**src/rtl/srq_status_pkg.sv**
```systemverilog
/*
 * Constants for the bus service-request and status block: status byte
 * field positions, mask layout, meta message codes and reset values.
 * Assumes a single 25 MHz instrument clock and an upstream bus decoder.
 */
// Summary of operation
// - Trigger blanks the display and starts a new measurement at once.
// - Clear blanks, restarts, clears errors 1.0-4.4, keeps errors 5.x and failures.
// - In remote only the reset/local key works; programming comes from the bus.
// - Going remote leaves every measurement setting as it was.
// - Local returns control to the panel and keeps all settings.
// - In local the device drops all device-dependent command bytes.
// - After lockout the reset/local key is inert until a local-and-clear-lockout message.
// - Local-and-clear-lockout returns to panel control, other state unchanged.
// - A received service request message does nothing.
// - Abort stops talk and listen, drops partial data, keeps parameters.
// - Request sources: data ready, error or failure, no oscillator, local.
// - Mask-set command loads its binary argument into the mask register.
// - SRQ and RQS assert only when a status bit and its mask bit agree.
// - A zero mask disables every request source.
// - A mask of only bit 6 behaves as a zero mask.
// - Mask accepts 0 to 255; only bits 5,4,3,2,0 take effect.
// - Status bits show live conditions regardless of the mask.
// - Status byte is eight bits; bits 7 and 1 always read zero.
// - Weights: RQS 64, no oscillator 32, local 16, failure 8, error 4, data 1.
// - The status byte is available whenever the controller polls.
// - Data ready at measurement end is guaranteed when await-talk mode is on.
// - While serial poll is enabled, talking returns the status byte.
package srq_status_pkg;
    // Status byte bit positions
    localparam int BIT_DATA_READY  = 0;
    localparam int BIT_ERROR       = 2;
    localparam int BIT_FAILURE     = 3;
    localparam int BIT_LOCAL       = 4;
    localparam int BIT_OSCILLATOR_MISSING      = 5;
    localparam int BIT_RQS         = 6;
    // Mask bits that can enable a request
    localparam logic [7:0] MASK_USED_BITS = 8'h3d;
    localparam logic [7:0] MASK_RESET     = 8'h00;
    // Meta message codes from the bus decoder
    localparam logic [3:0] MSG_NONE    = 4'h0;
    localparam logic [3:0] MSG_TRIGGER = 4'h1;
    localparam logic [3:0] MSG_CLEAR   = 4'h2;
    localparam logic [3:0] MSG_REMOTE  = 4'h3;
    localparam logic [3:0] MSG_LOCAL   = 4'h4;
    localparam logic [3:0] MSG_LOCAL_CLEAR_LOCKOUT_MSG    = 4'h5;
    localparam logic [3:0] MSG_LOCKOUT = 4'h6;
    localparam logic [3:0] MSG_SRQ     = 4'h7;
    localparam logic [3:0] MSG_ABORT   = 4'h8;
    localparam logic [3:0] MSG_SPE     = 4'h9;
    localparam logic [3:0] MSG_SPD     = 4'ha;
    // Error code groups, split at 4.4 / 5.0
    localparam int ERR_LOW_W  = 8;
    localparam int ERR_HIGH_W = 4;
    // Panel state machine
    typedef enum logic [2:0] {
        ST_LOCAL   = 3'b001,
        ST_REMOTE  = 3'b010,
        ST_LOCKED  = 3'b100
    } panel_state_t;
endpackage

```
**src/rtl/bus_service_request_status.sv**
```systemverilog
/*
 * Service request and status logic of the bus talker/listener:
 * meta message response, panel remote/local/lockout state, status byte,
 * request mask and SRQ. Assumes an upstream decoder that delivers one-cycle
 * message pulses already qualified by addressing, and a command parser
 * that pulses set_request_mask_cmd with its decoded argument.
 */
module bus_service_request_status
    import srq_status_pkg::*;
#(
    parameter int ERR_LOW_BITS  = ERR_LOW_W,
    parameter int ERR_HIGH_BITS = ERR_HIGH_W
) (
    input  wire logic                     core_clk,
    input  wire logic                     nrst,
    // Meta message from the bus decoder
    input  wire logic                     msg_valid,
    input  wire logic [3:0]               msg_code,
    input  wire logic                     talk_addressed,
    input  wire logic                     status_sent,
    // Device-dependent command byte from the listener path
    input  wire logic                     dd_byte_valid,
    input  wire logic [7:0]               dd_byte,
    // Mask command from the parser
    input  wire logic                     set_request_mask_cmd,
    input  wire logic [7:0]               mask_arg,
    input  wire logic                     await_talk_address_mode,
    // Measurement side
    input  wire logic                     meas_done,
    input  wire logic                     data_taken,
    input  wire logic [ERR_LOW_BITS-1:0]  err_low_set,
    input  wire logic [ERR_HIGH_BITS-1:0] err_high_set,
    input  wire logic                     err_high_clr,
    input  wire logic                     failure_in,
    input  wire logic                     oscillator_missing,
    // Front panel
    input  wire logic                     panel_key_valid,
    input  wire logic [7:0]               panel_key,
    input  wire logic                     reset_local_key,
    // Outputs
    output logic                          srq_out,
    output logic [7:0]                    poll_status_byte,
    output logic                          serial_poll_active,
    output logic                          remote_mode,
    output logic                          lockout_active,
    output logic                          blank_display,
    output logic                          start_meas,
    output logic                          abort_io,
    output logic                          dd_cmd_valid,
    output logic [7:0]                    dd_cmd,
    output logic                          panel_cmd_valid,
    output logic [7:0]                    panel_cmd
);

    // Elaboration check: a group narrower than one bit has no storage at all
    if (ERR_LOW_BITS < 1 || ERR_HIGH_BITS < 1) begin : g_width_check
        $error("error group widths must be at least one");
    end

    // Panel state, mask, error groups and request bookkeeping
    panel_state_t                 state_reg;
    panel_state_t                 state_next;
    logic [7:0]                   request_enable_mask;
    logic [ERR_LOW_BITS-1:0]      err_low_reg;
    logic [ERR_HIGH_BITS-1:0]     err_high_reg;
    logic                         data_ready;
    logic                         rqs_reg;
    logic [7:0]                   live_status;
    logic                         request_pending;
    logic                         rqs_clear;
    logic                         data_set;
    logic                         data_clr;

    // Decoded one-cycle meta messages
    wire logic is_msg = msg_valid;
    wire logic m_trigger = is_msg && msg_code == MSG_TRIGGER;
    wire logic m_clear   = is_msg && msg_code == MSG_CLEAR;
    wire logic m_abort   = is_msg && msg_code == MSG_ABORT;

    // Panel control state; remote entry never touches settings
    // Lockout taken while local waits in lockout_active and bites once remote
    always_comb begin
        state_next = state_reg;
        case (state_reg)
            ST_LOCAL: begin
                if (is_msg && msg_code == MSG_REMOTE) begin
                    state_next = ST_REMOTE;
                end else if (is_msg && msg_code == MSG_LOCKOUT) begin
                    state_next = ST_LOCAL;          // Lockout armed, takes hold on remote
                end
            end
            ST_REMOTE: begin
                if (is_msg && (msg_code == MSG_LOCAL || msg_code == MSG_LOCAL_CLEAR_LOCKOUT_MSG)) begin
                    state_next = ST_LOCAL;
                end else if (is_msg && msg_code == MSG_LOCKOUT) begin
                    state_next = ST_LOCKED;
                end else if (reset_local_key && !lockout_active) begin
                    state_next = ST_LOCAL;          // Only key honoured in remote
                end
            end
            ST_LOCKED: begin
                // Reset/local key inert here
                if (is_msg && (msg_code == MSG_LOCAL || msg_code == MSG_LOCAL_CLEAR_LOCKOUT_MSG)) begin
                    state_next = ST_LOCAL;
                end
            end
            default: state_next = ST_LOCAL;
        endcase
    end

    // Panel state register; power-on lands in local
    always_ff @(posedge core_clk or negedge nrst) begin
        if (!nrst) begin
            state_reg <= ST_LOCAL;
        end else begin
            state_reg <= state_next;
        end
    end

    // Lockout flag; plain local keeps it, only the clear-lockout message drops it
    // Abort leaves lockout alone; only the bus unlock message frees the key
    always_ff @(posedge core_clk or negedge nrst) begin
        if (!nrst) begin
            lockout_active <= 1'b0;
        end else if (is_msg && msg_code == MSG_LOCAL_CLEAR_LOCKOUT_MSG) begin
            lockout_active <= 1'b0;
        end else if (is_msg && msg_code == MSG_LOCKOUT) begin
            lockout_active <= 1'b1;
        end
    end

    // Remote indication registered for the outside
    always_ff @(posedge core_clk or negedge nrst) begin
        if (!nrst) begin
            remote_mode <= 1'b0;
        end else begin
            remote_mode <= (state_next != ST_LOCAL);
        end
    end

    // Trigger and clear restart measurement; incoming SRQ message falls through
    // Separate strobes so display blanking and the gate restart can be wired apart
    always_ff @(posedge core_clk or negedge nrst) begin
        if (!nrst) begin
            blank_display <= 1'b0;
            start_meas    <= 1'b0;
        end else begin
            blank_display <= m_trigger || m_clear;
            start_meas    <= m_trigger || m_clear;
        end
    end

    // Abort: drop talk/listen and partial data, parameters untouched
    // Talk and listen state lives upstream; this pulse tells it to drop both
    always_ff @(posedge core_clk or negedge nrst) begin
        if (!nrst) begin
            abort_io <= 1'b0;
        end else begin
            abort_io <= m_abort;
        end
    end

    // Device-dependent bytes pass only in remote; aborted cycle drops them
    // Limitation: dd_cmd follows every byte; only the strobe is gated
    always_ff @(posedge core_clk or negedge nrst) begin
        if (!nrst) begin
            dd_cmd_valid <= 1'b0;
            dd_cmd       <= 8'h00;
        end else begin
            dd_cmd_valid <= dd_byte_valid && state_reg != ST_LOCAL && !m_abort;
            if (dd_byte_valid) begin
                dd_cmd <= dd_byte;
            end
        end
    end

    // Panel keys pass only in local; the reset/local key is handled above
    // A key pressed in remote is dropped, not queued for later
    always_ff @(posedge core_clk or negedge nrst) begin
        if (!nrst) begin
            panel_cmd_valid <= 1'b0;
            panel_cmd       <= 8'h00;
        end else begin
            panel_cmd_valid <= panel_key_valid && state_reg == ST_LOCAL;
            if (panel_key_valid) begin
                panel_cmd <= panel_key;
            end
        end
    end

    // Mask register, full 0..255 stored, unused bits ignored when gating
    // A zero argument parks every source, as does the reset value
    always_ff @(posedge core_clk or negedge nrst) begin
        if (!nrst) begin
            request_enable_mask <= MASK_RESET;
        end else if (set_request_mask_cmd) begin
            request_enable_mask <= mask_arg;
        end
    end

    // Low errors cleared by the clear message; high errors and failures kept
    always_ff @(posedge core_clk or negedge nrst) begin
        if (!nrst) begin
            err_low_reg <= '0;
        end else begin
            err_low_reg <= (m_clear ? '0 : err_low_reg) | err_low_set;
        end
    end

    // High errors survive a clear; only the panel reset drops them, a new one wins
    always_ff @(posedge core_clk or negedge nrst) begin
        if (!nrst) begin
            err_high_reg <= '0;
        end else begin
            err_high_reg <= (err_high_clr ? '0 : err_high_reg) | err_high_set;
        end
    end

    // Data ready: posted when talk-addressed or in await mode; restart clears it
    // Limitation: untalked without await mode, a finished reading never posts data ready
    assign data_set = meas_done && (talk_addressed || await_talk_address_mode);
    assign data_clr = data_taken || m_trigger || m_clear;

    // Set wins, so a reading that lands as the last one is taken still shows
    sticky_flag u_data_ready (
        .core_clk  (core_clk),
        .nrst      (nrst),
        .set_pulse (data_set),
        .clr_pulse (data_clr),
        .flag      (data_ready)
    );

    // Live conditions, independent of mask; bits 7 and 1 fixed low
    // Failure drives its own bit and mask position, apart from the error group
    always_comb begin
        live_status               = 8'h00;
        live_status[BIT_DATA_READY] = data_ready;
        live_status[BIT_ERROR]    = |{err_low_reg, err_high_reg};
        live_status[BIT_FAILURE]  = failure_in;
        live_status[BIT_LOCAL]    = (state_reg == ST_LOCAL);
        live_status[BIT_OSCILLATOR_MISSING]   = oscillator_missing;
    end

    // Bit 6 and unused bits never enable a source
    // Clear only counts while polling, so a stray status_sent does nothing
    assign request_pending = |(live_status & request_enable_mask & MASK_USED_BITS);
    assign rqs_clear       = serial_poll_active && status_sent;

    // Request latch; a pending condition re-raises after the poll releases it
    // Level-sensitive: a condition that predates the mask still requests once enabled
    always_ff @(posedge core_clk or negedge nrst) begin
        if (!nrst) begin
            rqs_reg <= 1'b0;
        end else if (rqs_clear) begin
            rqs_reg <= 1'b0;
        end else if (!request_pending) begin
            rqs_reg <= 1'b0;
        end else if (!rqs_reg && request_pending) begin
            rqs_reg <= 1'b1;
        end
    end

    // Held request state blocks re-raise until the condition drops
    // Without it the latch would raise SRQ again at once and the poll would loop
    logic served_reg;
    always_ff @(posedge core_clk or negedge nrst) begin
        if (!nrst) begin
            served_reg <= 1'b0;
        end else if (rqs_clear) begin
            served_reg <= 1'b1;
        end else if (!request_pending) begin
            served_reg <= 1'b0;
        end
    end

    // Status byte and SRQ refreshed every cycle, readable at any poll
    // One edge behind the live conditions; a poll sees the previous cycle's view
    always_ff @(posedge core_clk or negedge nrst) begin
        if (!nrst) begin
            poll_status_byte <= 8'h00;
            srq_out          <= 1'b0;
        end else begin
            poll_status_byte <= live_status | {1'b0, rqs_reg && !served_reg, 6'h00};
            srq_out          <= rqs_reg && !served_reg && !rqs_clear;
        end
    end

    // Serial poll mode: status byte replaces data when talking
    // Abort also ends a poll, since the controller gives up the talker
    always_ff @(posedge core_clk or negedge nrst) begin
        if (!nrst) begin
            serial_poll_active <= 1'b0;
        end else if (m_abort || (is_msg && msg_code == MSG_SPD)) begin
            serial_poll_active <= 1'b0;
        end else if (is_msg && msg_code == MSG_SPE) begin
            serial_poll_active <= 1'b1;
        end
    end

endmodule

```
**src/rtl/sticky_flag.sv**
```systemverilog
/*
 * One sticky event flag: set by a pulse, cleared by a pulse, set wins.
 * Assumes set and clear are synchronous one-cycle pulses.
 */
module sticky_flag (
    input  wire logic core_clk,
    input  wire logic nrst,
    input  wire logic set_pulse,
    input  wire logic clr_pulse,
    output logic      flag
);
    // Set beats clear so an event in the clearing cycle is kept
    always_ff @(posedge core_clk or negedge nrst) begin
        if (!nrst) begin
            flag <= 1'b0;
        end else if (set_pulse) begin
            flag <= 1'b1;
        end else if (clr_pulse) begin
            flag <= 1'b0;
        end
    end
endmodule

```
**config.mk**
```make
export PLATFORM = sky130hd
export DESIGN_NAME = bus_service_request_status
export DESIGN_NICKNAME = d
export VERILOG_FILES = /design/src/rtl/srq_status_pkg.sv /design/src/rtl/bus_service_request_status.sv /design/src/rtl/sticky_flag.sv
export SDC_FILE = /design/constraint.sdc
export NUM_CORES = 1
export LEC_CHECK = 0
export ABC_AREA = 1
export ABC_CLOCK_PERIOD_IN_PS = 1300
export BUFFER_PORTS_ARGS = -buffer_cell sky130_fd_sc_hd__buf_2
export CORE_MARGIN = 5
export CORE_UTILIZATION = 25
export DETAILED_ROUTE_END_ITERATION = 10
export GPL_ROUTABILITY_DRIVEN = 0
export GPL_TIMING_DRIVEN = 0
export PLACE_DENSITY = 0.47
export SKIP_CTS_REPAIR_TIMING = 1
export SYNTH_ARGS = -nofsm -noshare
export SYNTH_HDL_FRONTEND = slang
export SYNTH_SLANG_ARGS = --single-unit
```
**constraint.sdc**
```tcl
create_clock -name core_clk -period 1.3 [get_ports core_clk]
set_input_delay 0.13 -clock core_clk [delete_from_list [all_inputs] [get_ports core_clk]]
set_output_delay 0.13 -clock core_clk [all_outputs]
set_load 0.01 [all_outputs]
```
## Word level (Yosys, flattened, before mapping)

Cells that the tools add are included.

| word-level totals | value |
|---|---|
| output and inout port bits | 33 |
| bits in registers | 55 |
| input bits | 55 |
| word-level logic and storage cells | 92 |

| cells by class | value |
|---|---|
| multiplexer cells | 20 |
| eq/ne operators | 16 |
| reduce and logical (&&, ||, !) cells | 34 |
| bitwise logic cells | 4 |

Operators by type and width:

| cell | count |
|---|---|
| $logic_and A1 B1 Y1 | 18 |
| $mux W3 | 6 |
| $eq A4 B3 Y1 const B | 3 |
| $eq A4 B4 Y1 const B | 3 |
| $reduce_or A12 Y1 | 1 |
| $mux W1 | 11 |
| $ne A3 B1 Y1 const B | 3 |
| $pmux W3 S3 | 1 |
| $eq A4 B2 Y1 const B | 2 |
| $mux W8 | 1 |
| $or A8 B8 Y8 | 1 |
| $or A6 B7 Y7 | 1 |
| $and A6 B6 Y6 | 1 |
| $logic_or A1 B1 Y1 | 6 |
| $reduce_bool A2 Y1 | 3 |
| $logic_not A1 Y1 | 5 |
| $reduce_or A5 Y1 | 1 |
| $eq A4 B1 Y1 const B | 1 |
| $mux W4 | 1 |
| $or A4 B4 Y4 | 1 |
| $eq A3 B1 Y1 const B | 1 |
| $eq A3 B2 Y1 const B | 1 |
| $eq A3 B3 Y1 const B | 1 |
| $ne A2 B1 Y1 const B | 1 |

## Logic depth before layout (Yosys ltp)

| logic depth | value |
|---|---|
| word-level depth | 7 |
| depth in mapped cells | 8 |
| gate-level depth less buffers | 8 |

## By module

Synthesis repeated with hierarchy kept, for this count alone.

| second synthesis, totals | value |
|---|---|
| cells, all modules | 191 |
| area, all modules | 2089.5 um^2 |

Modules (own cells, without submodules):

| module | area each (um^2) | sequential area each (um^2) | times used | cells each |
|---|---|---|---|---|
| bus_service_request_status | 2049.5 | 1302.5 | 1 | 186 |
| sticky_flag | 40.0 | 25.0 | 1 | 5 |

## Least setup slack after synthesis

No wires, ideal clock.

| timing path | value |
|---|---|
| path kind | flip-flop to flip-flop |
| start point | register err_low_reg[7] |
| end point | register served_reg |
| period minus slack after synthesis | 1077 ps |
| library setup time | 117 ps |
| data required time | 1183 ps |
| slack | 223 ps |
| buffers on the path | 0 |
| arrival | 960 ps |
| cell stages (with the launch flop) | 8 |
| path through | dfrtp_1 or2_2 nor2_1 nand2_1 nand2_1 nand2_1 nand2_1 nand2_1 |

| between the ends | value |
|---|---|
| cells in the longest elaborated chain, start to end | 4 |

RTL lines:

| what | RTL line | RTL |
|---|---|---|
| start: declaration | bus_service_request_status.sv:64 | `logic [ERR_LOW_BITS-1:0] err_low_reg;` |
| start signal: assignment | bus_service_request_status.sv:206 | `err_low_reg <= (m_clear ? '0 : err_low_reg) \| err_low_set;` |
| $reduce_or A12 Y1 | bus_service_request_status.sv:238 | `live_status[BIT_ERROR] = \|{err_low_reg, err_high_reg};` |
| net live_status[2] | bus_service_request_status.sv:68 | `logic [7:0] live_status;` |
| $and A6 B6 Y6 | bus_service_request_status.sv:246 | `assign request_pending = \|(live_status & request_enable_mask & MASK_USED_BITS);` |
| $reduce_or A5 Y1 | bus_service_request_status.sv:246 |  |
| $ne A2 B1 Y1 (no line) | n/a |  |
| end signal: assignment | bus_service_request_status.sv:268 | `served_reg <= 1'b0;` |
| end signal: assignment | bus_service_request_status.sv:270 | `served_reg <= 1'b1;` |
| end signal: assignment | bus_service_request_status.sv:272 | `served_reg <= 1'b0;` |
| end: declaration | bus_service_request_status.sv:265 | `logic served_reg;` |

The timed path passes the listed nets, and every way through them passes these cells.
A chain may end at the register's enable or synchronous reset.

## Final worst setup path

| timing path | value |
|---|---|
| start point | register state_reg[0] |
| end point | register state_reg[1] |

| between the ends | value |
|---|---|
| cells in the longest elaborated chain, start to end | 2 |
| elaborated cells between the ends (all ways) | 4 |
| those cells by class | 3 x eq/ne; 1 x mux |

RTL lines:

| what | RTL line | RTL |
|---|---|---|
| start: declaration | bus_service_request_status.sv:61 | `panel_state_t state_reg;` |
| start signal: assignment | bus_service_request_status.sv:116 | `state_reg <= state_next;` |
| $eq A3 B1 Y1 | n/a |  |
| net live_status[4] | bus_service_request_status.sv:68 |  |
| $pmux W3 S3 | bus_service_request_status.sv:84 | `case (state_reg)` |
| net state_next[1] | bus_service_request_status.sv:62 | `panel_state_t state_next;` |

The timed path passes the listed nets, and every way through them passes these cells.

==> results.sh <==
export IMPL_insertion_delay_ns=0.30
export IMPL_yosysTopAreaCell="dfrtp_1"
export IMPL_cts_buffers=5
export IMPL_min_path_cells=2
export IMPL_dp_hpwl_um=3610
export IMPL_tightest_slew_ns=0.674
export IMPL_layout_commonest_cell="buf_2"
export IMPL_finalCriticalPeriod_ns=1.22
export IMPL_route_detailed_vias_per_inst=4.06
export IMPL_ios=88
export IMPL_cts_num_sinks=53
export IMPL_wl_per_cell_um=12.1
export IMPL_cpMaxStageDelayCell="dfstp_2"
export IMPL_p_leak_uw=0.00140
export IMPL_p_total_uw=3520
export IMPL_synth_area_leaders="dfrtp_1, nand2_1, mux2_2, a21o_1, inv_1"
export IMPL_synth_edff_count=0
export IMPL_wl_um=4700
export IMPL_regToRegEndpoint="state_reg[1]"
export IMPL_synthArstFlopShare_pct=100
export IMPL_area_growth_syn_to_layout_pct=33.2
export IMPL_finalHoldViolations=0
export IMPL_antennaDiodeCount=0
export IMPL_first_iter_violations=29
export IMPL_die_x_um=101
export IMPL_drv_cap=0
export IMPL_cp_top_family="flip-flops"
export IMPL_cp_num_buf_inv=2
export IMPL_crit_arrival_ns=1.45
export IMPL_crit_chain="inv_1, nor3_4, inv_1, nor2_1, o21bai_1"
export IMPL_hold_path_startpoint="err_low_set[1]"
export IMPL_initial_core_util_pct=25.5
export IMPL_vias=1573
export IMPL_dp_slack_ns=0.0542
export IMPL_use_met1_pct=12.0
export IMPL_path_depth=5
export IMPL_clk_pin_slew_ns=0.09
export IMPL_drc=0
export IMPL_row_count=33
export IMPL_final_util_pct=34.0
export IMPL_whs_ns=0.00310
export IMPL_yosysSeqAreaShare_pct=63.6
export IMPL_gr_usage_met3_pct=2.00
export IMPL_die_y_um=101
export IMPL_ctsRootBufferMaster="clkbuf_8"
export IMPL_netlist_area_um2=2090
export IMPL_syn_inst=187
export IMPL_port_buffers=80
export IMPL_max_clock_freq_mhz=820
export IMPL_avgSynthCellArea_um2=11.2
export IMPL_critPathMaxStageDelay_ns=0.52
export IMPL_setup_viol_count_final=0
export IMPL_dp_cells=373
export IMPL_r2r_start="state_reg[0]"
export IMPL_cp_start_kind="flip-flop"
export IMPL_synth_cell_types=27
export IMPL_synth_main_ff_cell="dfrtp_1"
export IMPL_dr_pass1_iters=4
export IMPL_core_area_um2=8180
export IMPL_yosys_warnings=0
export IMPL_synth_top_area_share_pct=62.4
export IMPL_grt_pass1_vias=1604
export IMPL_clock_path_buffers=2
export IMPL_r2r_setup_slack_ns=0.08
export IMPL_grt_start_max_net_pins=54
export IMPL_cts_htree_levels=2
export IMPL_stdcell_count=387
export IMPL_cp_end_kind="flip-flop"
export IMPL_cpMostUsedCell="inv_1"
export IMPL_min_path_type="in -> reg"
export IMPL_antenna_found_initial=0
export IMPL_finalCritPeriodShare_pct=93.8
export IMPL_maxSlewHeadroom_pct=55.0
export IMPL_cts_tree="yes"
export IMPL_min_to="err_low_reg[1]"
export IMPL_setup_slack_ns=0.0808
export IMPL_ir_worst_vdd_v=0.000363
export IMPL_path_class="reg -> reg"
export IMPL_grt_overflow=0
export IMPL_rsz0062_at_grt="yes"
export IMPL_worstPathMaxFanout=4
export IMPL_fin_worst_skew_ns=0.00833
export IMPL_reg2regPathDepth=5
export IMPL_die_area_um2=10300
export IMPL_antenna_left=0
export IMPL_powerDensity_nw_per_um2=1270
export IMPL_grtUsageTotal_pct=9.57
export IMPL_drive_above_1_share_pct=41.8
export IMPL_outcome="complete, no violations"
export IMPL_grt_pass1_wl_um=7750
export IMPL_fin_nets=337
export IMPL_cp_required_ns=1.53
export IMPL_grt_use_met2_pct=16.0
export IMPL_busiest_layer="met2"
export IMPL_synth_seq_cells=53
export IMPL_most_common_layout_cells="buf_2, dfrtp_1, nand2_1"
export IMPL_drv_slew=0
synthesized netlist by cell type (2+ instances only):
cell type / count
o21ai_0: 4
inv_2: 2
nor2_1: 14
nand2_2: 3
a21oi_1: 2
a21o_1: 8
nand3_1: 4
nor3_4: 3
nand3_2: 2
nand2_1: 44
dfrtp_1: 52
inv_1: 15
buf_2: 2
mux2_2: 13
o21bai_1: 5
buf_4: 3
where the power goes:
| part | internal [uW] | leakage, uW | switching, uW | total, uW |
|---|---|---|---|---|
| clock | 424 | 0.0000443 | 507 | 931 |
| combinational | 302 | 0.000751 | 371 | 673 |
| sequential | 1840 | 0.000605 | 73.1 | 1910 |
through the flow:
stage                     setup TNS [ns]  area (um^2)
final                                  0         2780
after CTS                              0         2710
after floorplan                        0         2090
after detailed placement               0         2620
after global routing             -0.0559         2780
after global placement                 0         2620
per-layer routing:
metal | part of all wire [%] | routed length, um | up-vias
met5 | 0 | 0 | -
met4 | 1.9 | 89 | 0
met3 | 5.9 | 278 | 6
met2 | 49 | 2310 | 40
met1 | 43 | 2020 | 751
li1 | - | - | 776
cell families after synthesis:
family	after synthesis	synth area share, %
muxes	13	7.02
and+or+nand+nor	75	17.1
other	1	0.180
buffers and inverters	23	4.80
DFF	53	63.6
AOI/OAI and AO/OA	22	7.26
worst max-delay path by stage:
stage	slack (ns)	endpoint	from
detailed placement	0.05	state_reg[1]	state_reg[0]
CTS	0.04	state_reg[1]	state_reg[0]
finish	0.08	state_reg[1]	state_reg[0]
global placement	0.06	err_high_reg[2]	nrst
global route	-0.02	state_reg[1]	state_reg[0]
floorplan	0.22	served_reg	err_low_reg[7]
layout make-up:
type / count / area (um^2)
Fill cell: 885 / 5400
Sequential cell: 53 / 1330
Multi-Input combinational cell: 112 / 662
Timing Repair Buffer: 87 / 470
Tap cell: 105 / 131
Clock buffer: 7 / 86.3
Inverter: 18 / 67.6
Buffer: 5 / 32.5
Note: power is estimated with default switching activity, not from simulation.
